### src/rtl/sacp_pkg.sv
package sacp_pkg;

    // Result width and pin indices on the synchroniser
    localparam int RESULT_BITS = 12;
    localparam int PIN_COUNT = 2;
    localparam int PIN_STROBE = 0;
    localparam int PIN_SCLK = 1;
    localparam int SYNC_STAGES = 3;

    // Conversion clock numbering within a frame
    localparam int COUNT_BITS = 5;
    localparam logic [4:0] CLK_START = 5'h01;
    localparam logic [4:0] CLK_LSB = 5'h0d;
    localparam logic [4:0] CLK_ARM_LAST = 5'h0c;
    localparam logic [4:0] CLK_LSB_FIRST_END = 5'h18;
    localparam logic [4:0] CLK_BITS_BASE = 5'h0d;

    // Reset values
    localparam logic [11:0] HELD_RESET = 12'h000;
    localparam logic [4:0] COUNT_RESET = 5'h00;

    // Pin timing limits, with worst-case cycle budgets for the data-valid and data-float limits only
    localparam int CLOCK_PERIOD_NS = 8;
    localparam int ACQUIRE_MIN_TIME_NS = 350;
    localparam int HOLD_DROOP_LIMIT_NS = 5000;
    localparam int DATA_VALID_MAX_NS = 50;
    localparam int DATA_HIZ_MAX_NS = 100;
    localparam int DATA_VALID_MAX_CYC = (DATA_VALID_MAX_NS / CLOCK_PERIOD_NS < 1) ? 1
                                        : DATA_VALID_MAX_NS / CLOCK_PERIOD_NS;
    localparam int DATA_HIZ_MAX_CYC = (DATA_HIZ_MAX_NS / CLOCK_PERIOD_NS < 1) ? 1
                                      : DATA_HIZ_MAX_NS / CLOCK_PERIOD_NS;

    // Frame states
    typedef enum logic [2:0]
    {
        ST_SAMPLE,
        ST_HOLD,
        ST_CONVERT,
        ST_LSB_FIRST,
        ST_POWER_DOWN
    } sacp_state_t;

endpackage : sacp_pkg

### src/rtl/sacp_pin_if.sv
interface sacp_pin_if;
    import sacp_pkg::*;

    logic [PIN_COUNT-1:0] level;
    logic [PIN_COUNT-1:0] rise;
    logic [PIN_COUNT-1:0] fall;

    modport src (output level, output rise, output fall);
    modport dst (input level, input rise, input fall);
endinterface : sacp_pin_if

### src/rtl/sacp_pin_sync.sv
module sacp_pin_sync
    import sacp_pkg::*;
(
    input wire logic i_clock, // System clock
    input wire logic i_reset_n, // Async reset, active low
    input wire logic [sacp_pkg::PIN_COUNT-1:0] i_pins, // Raw pins
    sacp_pin_if.src pins // Filtered levels and edges
);
    logic [PIN_COUNT-1:0] stage1;
    logic [PIN_COUNT-1:0] stage2;
    logic [PIN_COUNT-1:0] stage3;
    logic [PIN_COUNT-1:0] level;
    logic [PIN_COUNT-1:0] next_stage1;
    logic [PIN_COUNT-1:0] next_stage2;
    logic [PIN_COUNT-1:0] next_stage3;
    logic [PIN_COUNT-1:0] next_level;

    // Stage one feeds only stage two; a change counts once two and three agree
    always_comb
    begin
        next_stage1 = i_pins;
        next_stage2 = stage1;
        next_stage3 = stage2;
        next_level = level;
        for (int i = 0; i < PIN_COUNT; i++)
        begin
            if (stage2[i] == stage3[i])
            begin
                next_level[i] = stage3[i];
            end
        end
    end

    // Low at reset so a high strobe after release reads as a rising edge
    always_ff @(posedge i_clock or negedge i_reset_n)
    begin
        if (!i_reset_n)
        begin
            stage1 <= '0;
            stage2 <= '0;
            stage3 <= '0;
            level <= '0;
        end
        else
        begin
            stage1 <= next_stage1;
            stage2 <= next_stage2;
            stage3 <= next_stage3;
            level <= next_level;
        end
    end

    // Edges are one-cycle pulses aligned with the level update
    always_comb
    begin
        pins.level = level;
        pins.rise = next_level & ~level;
        pins.fall = ~next_level & level;
    end

endmodule : sacp_pin_sync

### src/rtl/sacp_convert_strobe_port.sv
module sacp_convert_strobe_port
    import sacp_pkg::*;
(
    input wire logic i_clock, // 125 MHz system clock
    input wire logic i_reset_n, // Async reset, active low
    input wire logic i_convert_strobe, // Convert strobe pin, async
    input wire logic i_convert_strobe_clock, // Conversion clock pin, async
    input wire logic [sacp_pkg::RESULT_BITS-1:0] i_sample_value, // Converter core code
    output logic o_data, // Serial data out
    output logic o_data_oe, // Serial data drive enable
    output logic o_hold, // Hold mode, high while held
    output logic o_power_down // Power-down mode
);
    sacp_pin_if pins ();

    sacp_state_t state;
    sacp_state_t next_state;
    logic [COUNT_BITS-1:0] count;
    logic [COUNT_BITS-1:0] next_count;
    logic [RESULT_BITS-1:0] held;
    logic [RESULT_BITS-1:0] next_held;
    logic arm_lsb;
    logic next_arm_lsb;
    logic pd_pending;
    logic next_pd_pending;
    logic data;
    logic next_data;
    logic data_oe;
    logic next_data_oe;
    logic hold;
    logic next_hold;
    logic power_down;
    logic next_power_down;
    logic strobe_fall;
    logic strobe_rise;
    logic strobe_level;
    logic sclk_fall;
    logic [COUNT_BITS-1:0] count_inc;
    logic [COUNT_BITS-1:0] msb_index;
    logic [COUNT_BITS-1:0] lsb_index;

    // Both pins cross into the system clock through three flops
    sacp_pin_sync u_sync
    (
        .i_clock (i_clock),
        .i_reset_n (i_reset_n),
        .i_pins ({i_convert_strobe_clock, i_convert_strobe}),
        .pins (pins)
    );

    // Edge and bit-index helpers
    always_comb
    begin
        strobe_fall = pins.fall[PIN_STROBE];
        strobe_rise = pins.rise[PIN_STROBE];
        strobe_level = pins.level[PIN_STROBE];
        sclk_fall = pins.fall[PIN_SCLK];
        count_inc = count + 5'h01;
        msb_index = CLK_BITS_BASE - count_inc;
        lsb_index = count_inc - CLK_BITS_BASE;
    end

    // Frame sequencing; a strobe edge outranks a clock edge in the same cycle
    always_comb
    begin
        next_state = state;
        next_count = count;
        next_held = held;
        next_arm_lsb = arm_lsb;
        next_pd_pending = pd_pending;
        next_data = data;
        next_data_oe = data_oe;
        next_hold = hold;
        next_power_down = power_down;
        case (state)
            ST_SAMPLE:
            begin
                next_data_oe = 1'b0;
                if (strobe_fall)
                begin
                    next_held = i_sample_value;
                    next_hold = 1'b1;
                    next_count = COUNT_RESET;
                    next_arm_lsb = 1'b0;
                    next_pd_pending = 1'b0;
                    next_state = ST_HOLD;
                end
            end
            ST_HOLD:
            begin
                // first clock is the first fall seen after the strobe fall
                if (strobe_rise)
                begin
                    next_hold = 1'b0;
                    next_state = ST_SAMPLE;
                end
                else if (sclk_fall)
                begin
                    next_count = CLK_START;
                    next_data = 1'b0;
                    next_data_oe = 1'b1;
                    next_state = ST_CONVERT;
                end
            end
            ST_CONVERT:
            begin
                if (strobe_rise || strobe_fall)
                begin
                    next_data_oe = 1'b0;
                    // rise up to clock 12 arms LSB-first
                    if (strobe_rise && count <= CLK_ARM_LAST)
                    begin
                        next_arm_lsb = 1'b1;
                    end
                    if (strobe_rise)
                    begin
                        next_pd_pending = 1'b0;
                        next_power_down = 1'b0;
                    end
                    // fall during clock 13 enters LSB-first
                    if (strobe_fall && count == CLK_LSB && arm_lsb)
                    begin
                        next_power_down = 1'b1;
                        next_state = ST_LSB_FIRST;
                    end
                end
                else if (sclk_fall)
                begin
                    if (count == CLK_LSB)
                    begin
                        next_data_oe = 1'b0;
                        next_hold = 1'b0;
                        next_state = pd_pending ? ST_POWER_DOWN : ST_SAMPLE;
                    end
                    else
                    begin
                        // MSB first from the held code
                        next_count = count_inc;
                        next_data = held[msb_index[3:0]];
                        next_data_oe = 1'b1;
                        // strobe still low at clock 13 start
                        if (count_inc == CLK_LSB && !strobe_level && !arm_lsb)
                        begin
                            next_pd_pending = 1'b1;
                            next_power_down = 1'b1;
                        end
                    end
                end
            end
            ST_LSB_FIRST:
            begin
                if (strobe_rise)
                begin
                    next_data_oe = 1'b0;
                    next_power_down = 1'b0;
                    next_hold = 1'b0;
                    next_state = ST_SAMPLE;
                end
                else if (sclk_fall)
                begin
                    if (count == CLK_LSB_FIRST_END)
                    begin
                        next_data_oe = 1'b0;
                        next_hold = 1'b0;
                        next_state = ST_POWER_DOWN;
                    end
                    else
                    begin
                        // resend D1 upward, same held code
                        next_count = count_inc;
                        next_data = held[lsb_index[3:0]];
                        next_data_oe = 1'b1;
                    end
                end
            end
            ST_POWER_DOWN:
            begin
                next_data_oe = 1'b0;
                next_power_down = 1'b1;
                // wake straight into a valid sampling phase
                if (strobe_rise)
                begin
                    next_power_down = 1'b0;
                    next_state = ST_SAMPLE;
                end
            end
            default:
            begin
                next_state = ST_POWER_DOWN;
            end
        endcase
    end

    // Starts powered down so the first strobe rise begins a clean acquisition
    always_ff @(posedge i_clock or negedge i_reset_n)
    begin
        if (!i_reset_n)
        begin
            state <= ST_POWER_DOWN;
            count <= COUNT_RESET;
            held <= HELD_RESET;
            arm_lsb <= 1'b0;
            pd_pending <= 1'b0;
            data <= 1'b0;
            data_oe <= 1'b0;
            hold <= 1'b0;
            power_down <= 1'b1;
        end
        else
        begin
            state <= next_state;
            count <= next_count;
            held <= next_held;
            arm_lsb <= next_arm_lsb;
            pd_pending <= next_pd_pending;
            data <= next_data;
            data_oe <= next_data_oe;
            hold <= next_hold;
            power_down <= next_power_down;
        end
    end

    // held code goes out as plain binary
    always_comb
    begin
        o_data = data;
        o_data_oe = data_oe;
        o_hold = hold;
        o_power_down = power_down;
    end

endmodule : sacp_convert_strobe_port

### config.mk
export PLATFORM = sky130hd
export DESIGN_NAME = sacp_convert_strobe_port
export DESIGN_NICKNAME = d
export VERILOG_FILES = /design/src/rtl/sacp_pkg.sv /design/src/rtl/sacp_pin_if.sv /design/src/rtl/sacp_pin_sync.sv /design/src/rtl/sacp_convert_strobe_port.sv
export SDC_FILE = /design/constraint.sdc
export NUM_CORES = 1
export LEC_CHECK = 0
export BUFFER_PORTS_ARGS = -buffer_cell sky130_fd_sc_hd__buf_2
export CAP_MARGIN = 30
export CORE_ASPECT_RATIO = 2
export CORE_MARGIN = 10
export CORE_UTILIZATION = 63
export DETAILED_ROUTE_END_ITERATION = 10
export PLACE_DENSITY_LB_ADDON = 0.05
export SLEW_MARGIN = 20
export SYNTH_ARGS = -nofsm -noshare
export SYNTH_HDL_FRONTEND = slang
export SYNTH_HIERARCHICAL = 1
export SYNTH_SLANG_ARGS = --single-unit
### constraint.sdc
create_clock -name i_clock -period 4.8 [get_ports i_clock]
set_clock_uncertainty 0.05 [all_clocks]
set_input_delay 0.96 -clock i_clock [delete_from_list [all_inputs] [get_ports i_clock]]
set_output_delay 0.96 -clock i_clock [all_outputs]
set_load 0.005 [all_outputs]
Yosys cells after proc, flatten, opt, wreduce, memory -nomap -nowiden
Index checks and enable logic that the tools add are counted.
- register bits: 34
- latch bits: 0
- memory bits (writable): 0
- memory bits (read-only): 0
- input bits: 16
- output and inout port bits: 4
- word-level logic and storage cells: 149
- memories: 0
- add/sub/neg operators: 3
- $mul: 0
- divide/modulo/power cells: 0
- order comparisons: 3
- eq/ne operators: 32
- shifts and indexed selects: 0
- muxes and demuxes: 70
- bitwise operators: 4
- reductions and logical operators: 24
- operator list (operator ; number):
    $mux W5 ; 9
    $mux W1 ; 39
    $mux W3 ; 12
    $ne A2 B2 Y1 const B ; 14
    $ne A3 B3 Y1 const B ; 9
    $pmux W5 S4 ; 1
    $reduce_and A8 Y1 ; 2
    $pmux W3 S5 ; 1
    $eq A5 B4 Y1 const B ; 2
    $lt A4 B5 Y1 const B ; 2
    $reduce_and A10 Y1 ; 1
    $reduce_and A9 Y1 ; 1
    $bmux W1 S4 ; 2
    $pmux W1 S4 ; 2
    $reduce_and A4 Y1 ; 2
    $reduce_bool A4 Y1 ; 2
    $eq A3 B2 Y1 const B ; 2
    $pmux W1 S3 ; 2
    $reduce_and A6 Y1 ; 1
    $reduce_bool A3 Y1 ; 2
    $add A5 B1 Y5 const B ; 1
    $eq A5 B5 Y1 const B ; 1
    $le A5 B4 Y1 const B ; 1
    $logic_and A1 B1 Y1 ; 5
    other kinds (17) ; 20

Depth between registers and ports, before layout
Gate-level depths: netlist (run 1).
- depth in word-level cells: 9
- mapped depth: 12
- depth with buffers taken out: 10

Modules after synthesis
The synthesis (run 1) kept the hierarchy.
- by module, submodules not included (module ; times used ; cells each ; area each (um2) ; sequential area each (um2)):
    sacp_convert_strobe_port ; 1 ; 187 ; 1785.5 ; 653.1
    sacp_pin_sync ; 1 ; 14 ; 256.5 ; 200.2

Least setup slack after synthesis (run 1)
Ideal clock, no wire load.
- path type: reg2reg
- start point: register count[0]
- end point: register data (netlist: o_data)
- setup time: 0.125 ns
- data arrival time: 2.635 ns
- data required time: 4.625 ns
- setup slack: 1.991 ns
- cell stages (with the launch flop): 13
- path buffers: 2
- clock period less this slack: 2.809 ns
- cell sequence: dfrtp_1 > clkbuf_1 > inv_1 > ha_1 > buf_2 > inv_1 > ha_1 > mux4_2 > nor2_1 > a2111oi_0 > mux2i_1 > o311ai_0 > mux2_2
- cells in the longest elaborated chain, start to end: 8
- elaborated cells between the ends (all ways): 19
- classes of those cells: add/sub: 3; eq/ne: 4; mux: 11; reduce/logical: 1
- RTL lines (element ; RTL line ; source):
    from (decl) ; sacp_convert_strobe_port.sv:18 ; logic [COUNT_BITS-1:0] count;
    from (signal assigned) ; sacp_convert_strobe_port.sv:212 ; count <= next_count;
    $add A5 B1 Y5 ; sacp_convert_strobe_port.sv:58 ; count_inc = count + 5'h01;
    $sub A4 B4 Y4 (on tied branches) ; sacp_convert_strobe_port.sv:60, sacp_convert_strobe_port.sv:59 ;
    $bmux W1 S4 (on tied branches) ; sacp_convert_strobe_port.sv:171, sacp_convert_strobe_port.sv:139 ;
    $mux W1 (on tied branches) ; sacp_convert_strobe_port.sv:171, sacp_convert_strobe_port.sv:139 ;
    $mux W1 (on tied branches) ; sacp_convert_strobe_port.sv:161, sacp_convert_strobe_port.sv:129 ;
    $mux W1 (on tied branches) ; sacp_convert_strobe_port.sv:159, sacp_convert_strobe_port.sv:127 ;
    $mux W1 (on tied branches) ; sacp_convert_strobe_port.sv:152, sacp_convert_strobe_port.sv:107 ;
    $pmux W1 S3 ; sacp_convert_strobe_port.sv:75 ; case (state)
    to (signal assigned) ; sacp_convert_strobe_port.sv:216 ; data <= next_data;
    to (decl) ; sacp_convert_strobe_port.sv:26 ; logic data;
Several ways; a longest one is shown, not always the timed one. The select of a mux whose other input is x is not followed.
A chain may end at the register's enable or synchronous reset.

Final worst setup path (run 1)
Ends and elaborated chain as after synthesis.

==> results by stage, run 1 <==
Timing:
- Of the available clock period, the critical path in the final layout requires 64.6%.
- Setup violations remaining at the end of the flow were counted as 0.
- The worst-margin pin slew is 0.794 ns.
- The worst path in the final design needs a cycle of 3.10 ns, including I/O delays and setup.
- Based on the critical path, the design can be clocked at up to 323 MHz.
- The number of slew-limit violations in the final report is 0.
- The worst relative slew slack is 46.9%.
- Adding up every negative setup slack in the final design gives 0 ns.
- The final number of hold-violating endpoints came to 0.
- Setup repair after global routing left no endpoint under its margin.

CTS:
- The clock tree synthesis step divided the H-tree into 2 levels.
- The clock sink total is 34.
- TritonCTS built the clock tree.
- The clock reaches the later pin of the worst-skew pair after 0.29 ns.
- Buffers added to address setup during post-CTS repair amount to 0.
- The root buffer cell chosen for the clock tree is clkbuf_8.
- The number of buffers on the longest clock path is 2.
- Buffers inserted during clock tree synthesis total 5.
- The post-cts hold buffer count is 0.
- The clock transition at the register clock pins on the worst setup and hold paths after CTS is 0.07 ns.
- Once the clock tree was built, the resizer swapped 0 gates to a different size.

Global routing:
- Entering global routing, the biggest net connects 35 pins.
- The first global-routing pass estimated 8.36 mm of wire.
- After global routing the overflow that remains totals 0.
- Global routing consumed, over all layers together, 17.8% of the routing resources.
- The number of global-route vias before repair is 1828.
- The initial antenna violation count came to 0.

Die:
- The count of boundary I/O pins is 20.
- Measured along the y axis, the die boundary spans 100 µm.
- The initial utilization of the core area, before any placement, comes to 64.4%.
- The die is 60.2 µm wide.
- The site row count is 29.
- The core area is 0.00316 mm².
- The die covers 0.00604 mm².

Detailed routing:
- The DRC violation count after routing is 0.
- The pre-antenna-repair detailed-routing pass consisted of 4 iterations.
- The via count is 1689.
- Using the TritonRoute via totals, the vias-per-cell ratio works out to 6.84.
- After detailed routing, the total wire length is 5.02 mm.
- The count of nets left with antenna violations after detail routing is 0.
- For this block, the initial DRC count from the detailed router was 53.
- The routed length per placed instance is 20.3 µm.

Final layout:
- Leaving out fill and tap cells, the most frequent cell in the layout is dfrtp_1.
- The filler cells instantiated in the layout total 256.
- Leaving out fill and tap cells, the most frequent cells in the layout are dfrtp_1, buf_2, mux2_2, nand2_1, nor2_1.
- The antenna cell count is 0.
- The area added between synthesis and finish is 11.0%.
- The share of cells above drive strength 1 is 25.9%.
- Measured on the finished design, the core utilization comes to 71.5%.
- After the last flow step, the layout net total stands at 236.

Critical path:
- The critical path goes through inv_1 > ha_1 > ha_1 > a21bo_2 > a31oi_1 > xnor2_1 > mux2i_1 > o311ai_0 > mux2_2.
- At the worst endpoint, the required time is 4.93 ns.
- The category of the worst setup path capture point is a flip-flop.
- The cell that appears most often on the critical path is ha_1.
- The startpoint identified for the worst register-to-register timing path is count[0]$_DFFE_PN0P_.
- The slowest stage of the critical path is the ha_1 cell.
- In this run the worst path has a maximum fanout of 14.
- In this run the worst setup path begins at count[0]$_DFFE_PN0P_.
- STA classifies the critical path startpoint as a flip-flop.
- The critical path is of the flip-flop to flip-flop type.
- For the worst setup path, the data arrival time is 3.23 ns.
- The stage delay of the slowest cell on the critical path is 0.62 ns.

Logic synthesis:
- The total standard cell area after synthesis is 0.00203 mm².
- The number of nets in the synthesized netlist is 221.
- The average footprint of a synthesized cell is 10.2 µm².
- Synthesis produced a netlist whose cell count is 200.
- The synthesis warning total is 6.

Worst hold path:
- The source of the worst hold timing path is u_sync/next_stage2[1]$_DFF_PN0_.
- The class of the worst hold path is flip-flop to flip-flop.

Power:
- The total power per unit cell area is 658 mW/mm².
- The analysis attributes to cell leakage a power of 0.990 nW.
- The worst ir drop on vdd is 0.505 mV.

Job:
- Max-cap violations in this run came to 0.

Place:
- At the end of routability-driven placement, the weighted congestion stood at 0.950.
- The number of buffers inserted by port buffering is 19.
- The half-perimeter wire length of the detailed placement result is 3.76 mm.

Status:
- The run finished with clean final reports.
## registers in the layout (all words and copies together), names as in the netlist, 2 cells and up
register / cells
state: 3
held: 12
u_sync/pins.level: 2
u_sync/next_stage3: 2
u_sync/stage3: 2
count: 5
u_sync/next_stage2: 2
## power breakdown
group / switching (mW) / total, mW / internal (mW)
Sequential: 0.146 / 0.538 / 0.392
Combinational: 0.328 / 0.630 / 0.302
Clock: 0.110 / 0.318 / 0.208
Total: 0.584 / 1.49 / 0.901
## through the flow
step                hold slack [ns]  cells  total power [mW]  setup WS, ns  instance area (µm²)
floorplan                     0.281    200             0.994          1.99                 2030
global placement              0.283    238              1.13          1.89                 2110
detailed placement            0.290    238              1.16          1.71                 2110
CTS                           0.308    246              1.48          1.69                 2250
global route                  0.320    247              1.58          1.45                 2260
finish                        0.303    247              1.49          1.70                 2260
## metal layers
layer / part of all wire (%) / global-route usage (%) / vias to the layer above / wire, µm
li1: - / - / 770 / -
met2: 56 / 31.3 / 58 / 2790
met4: 4.8 / 12.3 / 0 / 243
met5: 0 / 0 / - / 0
met3: 4.3 / 3.79 / 23 / 216
met1: 35 / 17.2 / 838 / 1760
## cell type report
cell class | count | area (µm²) | share of cell area, %
repair buffers | 21 | 110 | 4.88
multi-input cells | 145 | 1090 | 48.1
flip-flops and latches | 34 | 853 | 37.8
well taps | 31 | 38.8 | 1.72
clock buffers | 5 | 68.8 | 3.05
clock inverters | 3 | 68.8 | 3.05
inverters | 8 | 30.0 | 1.33
## final timing paths
kind	end	slack (ns)	cells past startpoint
max	o_data$_DFFE_PN0P_	1.70	9
min	u_sync/next_stage3[1]$_DFF_PN0_	0.30	0
max reg2reg	o_data$_DFFE_PN0P_	1.70	9
min reg2reg	u_sync/next_stage3[1]$_DFF_PN0_	0.30	0
max in group asynchronous	held[10]$_DFFE_PN0P_	3.55	1
min in group asynchronous	state[0]$_DFFE_PN0P_	0.67	1
## worst max-delay path, delay by kind of cell, from the launching register on
| family | cells | cell delay (ns) |
|---|---|---|
| fa+ha+maj | 2 | 0.93 |
| compound gates | 3 | 0.57 |
| flops | 1 | 0.60 |
| xor+xnor | 1 | 0.21 |
| mux | 2 | 0.48 |
| buf+inv | 1 | 0.15 |
Power figures use the tool's default switching activity.
==> run 2: changes to the inputs <==
--- a/config.mk
+++ b/config.mk
@@ -5,11 +5,12 @@
 export SDC_FILE = /design/constraint.sdc
 export NUM_CORES = 1
 export LEC_CHECK = 0
+export ABC_AREA = 1
 export BUFFER_PORTS_ARGS = -buffer_cell sky130_fd_sc_hd__buf_2
 export CAP_MARGIN = 30
 export CORE_ASPECT_RATIO = 2
 export CORE_MARGIN = 10
-export CORE_UTILIZATION = 63
+export CORE_UTILIZATION = 53
 export DETAILED_ROUTE_END_ITERATION = 10
 export PLACE_DENSITY_LB_ADDON = 0.05
 export SLEW_MARGIN = 20
==> constraint.sdc (replaced) <==
create_clock -name i_clock -period 2.5 [get_ports i_clock]
set_clock_uncertainty 0.05 [all_clocks]
set_input_delay 0.5 -clock i_clock [delete_from_list [all_inputs] [get_ports i_clock]]
set_output_delay 0.5 -clock i_clock [all_outputs]
set_load 0.005 [all_outputs]
==> results by stage, run 2 <==
Timing:
- The worst-margin pin slew was 0.767 ns (-0.0274 ns).
- The maximum clock rate is 459 MHz (+42%).
- The number of slew-limit violations in the final report is 0 (unchanged).
- The final number of hold-violating endpoints is 0 (unchanged).
- The clock period minus final worst setup slack is 2.18 ns (-0.922 ns).
- Setup repair after global routing left no endpoint under its margin.
- The summed negative setup slack over all endpoints is 0 ns (unchanged).
- The worst relative slew slack is 48.9% (+1.9 points).
- The number of endpoints failing setup at the final stage was 0 (unchanged).
- The final cycle utilization of the critical path is 87.1% (+23 points).

Place:
- The number of buffers inserted by port buffering is 19 (unchanged).
- The half-perimeter wire length of the detailed placement result is 3.92 mm (+4.0%).
- The final weighted congestion in routability-driven placement is 1.04 (+9.0%).

Power:
- The total power per unit cell area is 1160 mW/mm² (+76%).
- The static leakage is 1.23 nW (+24%).
- The worst ir drop on vdd is 0.722 mV (+43%).

CTS:
- The post-cts hold buffer count is 0 (unchanged).
- The clock transition at the register clock pins on the worst setup and hold paths after CTS is 0.08 ns (about the same).
- Clock tree synthesis selected as its root buffer the cell clkbuf_8.
- The TritonCTS clock tree is yes.
- The H-tree depth is 2 (unchanged).
- The number of gates given a new drive strength after cts was 0 (unchanged).
- The clock sink total was 34 (unchanged).
- The clock latency at the later pin of the worst-skew pair is 0.30 ns (about the same).
- The number of buffers added by the clock tree synthesis step was 5 (unchanged).
- The buffers inserted during post-CTS setup optimization is 0 (unchanged).
- The number of buffers on the longest clock path was 2 (unchanged).

Logic synthesis:
- The synthesis warning total is 6 (unchanged).
- The average footprint of a synthesized cell is 7.25 µm² (-29%).
- The number of instances in the synthesized netlist was 280 (+40%).
- The total standard cell area after synthesis came to 0.00203 mm² (-0.18%).
- The number of nets in the synthesized netlist is 301 (+36%).

Global routing:
- The routing usage on met1 is 12.7% (-4.5 points).
- The number of global-route vias before repair was 1959 (+7.2%).
- The initial antenna violation count is 0 (unchanged).
- The global router's overall resource usage is 15.6% (-2.2 points).
- The global routing usage on met2 was 30.9% (-0.36 points).
- The total global routing overflow is 0 (unchanged).
- The maximum number of pins on one net before global-route repair was 35 (unchanged).
- The global routing stage identified its most utilized layer as met2.
- The met3 routing resource usage after global routing came to 3.02% (-0.77 points).
- The global-route wire length before repair is 8.54 mm (+2.2%).

Final layout:
- The antenna cell count came to 0 (unchanged).
- Counting flops per register, the top entry is held.
- The number of nets at the end of the flow is 325 (+38%).
- The final core utilization is 63.3% (-8.1 points).
- The area added between synthesis and finish is 13.8%.
- In the final layout, the registers with the most flip-flops are held (12), count (5), state (3).
- The share of cells above drive strength 1 is 17.0% (-8.9 points).
- The library cell used most frequently in the layout, excluding fill and tap cells, is nand2_1.
- The top cell types in the final layout, fill and taps aside, are nand2_1, dfrtp_1, nand3_1, inv_1, buf_2.
- The flip-flop count of the largest register, all copies and words added is 12 (unchanged).

Critical path:
- For this design, the slowest cell found on the critical path is dfrtp_1.
- The stage delay of the slowest cell on the critical path is 0.45 ns (-0.17 ns).
- The signal on the critical path passes through inv_1 > ha_1 > inv_1 > ha_1 > a21oi_1 > inv_1 > nand2_1 > nand2_1 > nand2_1 > nand3_1 > nand2_1 > nand2_1 > nand2_1.
- The beginning of the critical path is count[0]$_DFFE_PN0P_.
- The largest fanout on the critical path is 8 (-6).
- The worst path required time is 2.68 ns (-2.25 ns).
- The worst register-to-register path begins at count[0]$_DFFE_PN0P_.
- The startpoint type of the worst setup path is a flip-flop.
- The critical path in this run is classified as flip-flop to flip-flop.
- STA classifies the critical path endpoint as a flip-flop.
- The most common cell type on the critical path is nand2_1.
- The data arrival time at the worst-slack endpoint was 2.36 ns (-0.87 ns).

Detailed routing:
- The average via count per standard cell is 5.40 (-21%).
- The via count is 1913 (+13%).
- The total wire length after detailed routing is 5.01 mm (-0.22%).
- The count of nets left with antenna violations after detail routing is 0 (unchanged).
- The DRC violation count after routing came to 0 (unchanged).
- The first-pass iteration count of the detailed router was 4 (unchanged).
- The count of routing violations after the opening detailed-route iteration is 61 (+15%).
- The routed length per placed instance came to 14.1 µm (-30%).

Die:
- The overall die height was 108 µm (+7.1%).
- The site row count is 31 (+6.9%).
- The core area is 0.00365 mm² (+15%).
- The total die area came to 0.00685 mm² (+14%).
- The effective utilization at floorplan is 55.7% (-8.7 points).
- The x dimension of the die is 63.8 µm (+6.0%).
- The count of boundary I/O pins was 20 (unchanged).

Job:
- The number of max-capacitance violations reported is 0 (unchanged).

Status:
- The run finished with clean final reports.

Worst hold path:
- The class of the worst hold path is input pin to async pin.
==> run 2: routing by layer <==
layer | vias to the layer above | routed length, µm
met3 | 22 | 200
met5 | - | 0
li1 | 944 | -
met2 | 61 | 2840
met4 | 0 | 259
met1 | 886 | 1700
==> run 2: power breakdown <==
group	switching (mW)	leakage (nW)	total [mW]	internal, mW
clock network	0.218	0.0683	0.617	0.400
registers	0.149	0.420	0.881	0.732
logic	0.759	0.739	1.18	0.423
total	1.13	1.23	2.68	1.55
==> run 2: critical path, delay by kind of cell (launching register included) <==
| family | cells | cell delay, ns |
|---|---|---|
| buffers and inverters | 3 | 0.32 |
| adders and majority gates | 2 | 0.65 |
| and+or+nand+nor | 7 | 0.40 |
| DFF | 1 | 0.45 |
| AOI/OAI and AO/OA | 1 | 0.23 |
==> run 2: per-stage QoR <==
stage                     setup WS [ns]  power, mW  instance area (µm²)  hold WS, ns  std cells
after floorplan                   0.437       1.74                 2030        0.154        280
after global placement            0.433       2.04                 2170        0.284        346
after detailed placement          0.351       2.06                 2170        0.290        346
after CTS                         0.327       2.69                 2310        0.235        354
after global routing             0.0850       2.90                 2310        0.243        354
final                             0.323       2.68                 2310        0.221        354
==> run 2: worst paths after layout <==
path | slack [ns] | cells past startpoint | end
setup / recovery | 0.32 | 13 | o_data$_DFFE_PN0P_
hold / removal | 0.22 | 1 | u_sync/stage3[1]$_DFF_PN0_
setup reg to reg | 0.32 | 13 | o_data$_DFFE_PN0P_
hold reg to reg | 0.31 | 0 | u_sync/next_stage3[1]$_DFF_PN0_
max in group asynchronous | 1.68 | 1 | held[7]$_DFFE_PN0P_
min in group i_clock | 0.25 | 1 | u_sync/next_stage2[1]$_DFF_PN0_
==> run 2: final cells by class <==
cell class                 count  area, µm²
clock buffer                   5       68.8
clock inverter                 3       68.8
fill                         386       1340
inverter                      26       97.6
multi-input combinational    213       1030
sequential                    34        853
tap                           49       61.3
timing repair buffer          24        133
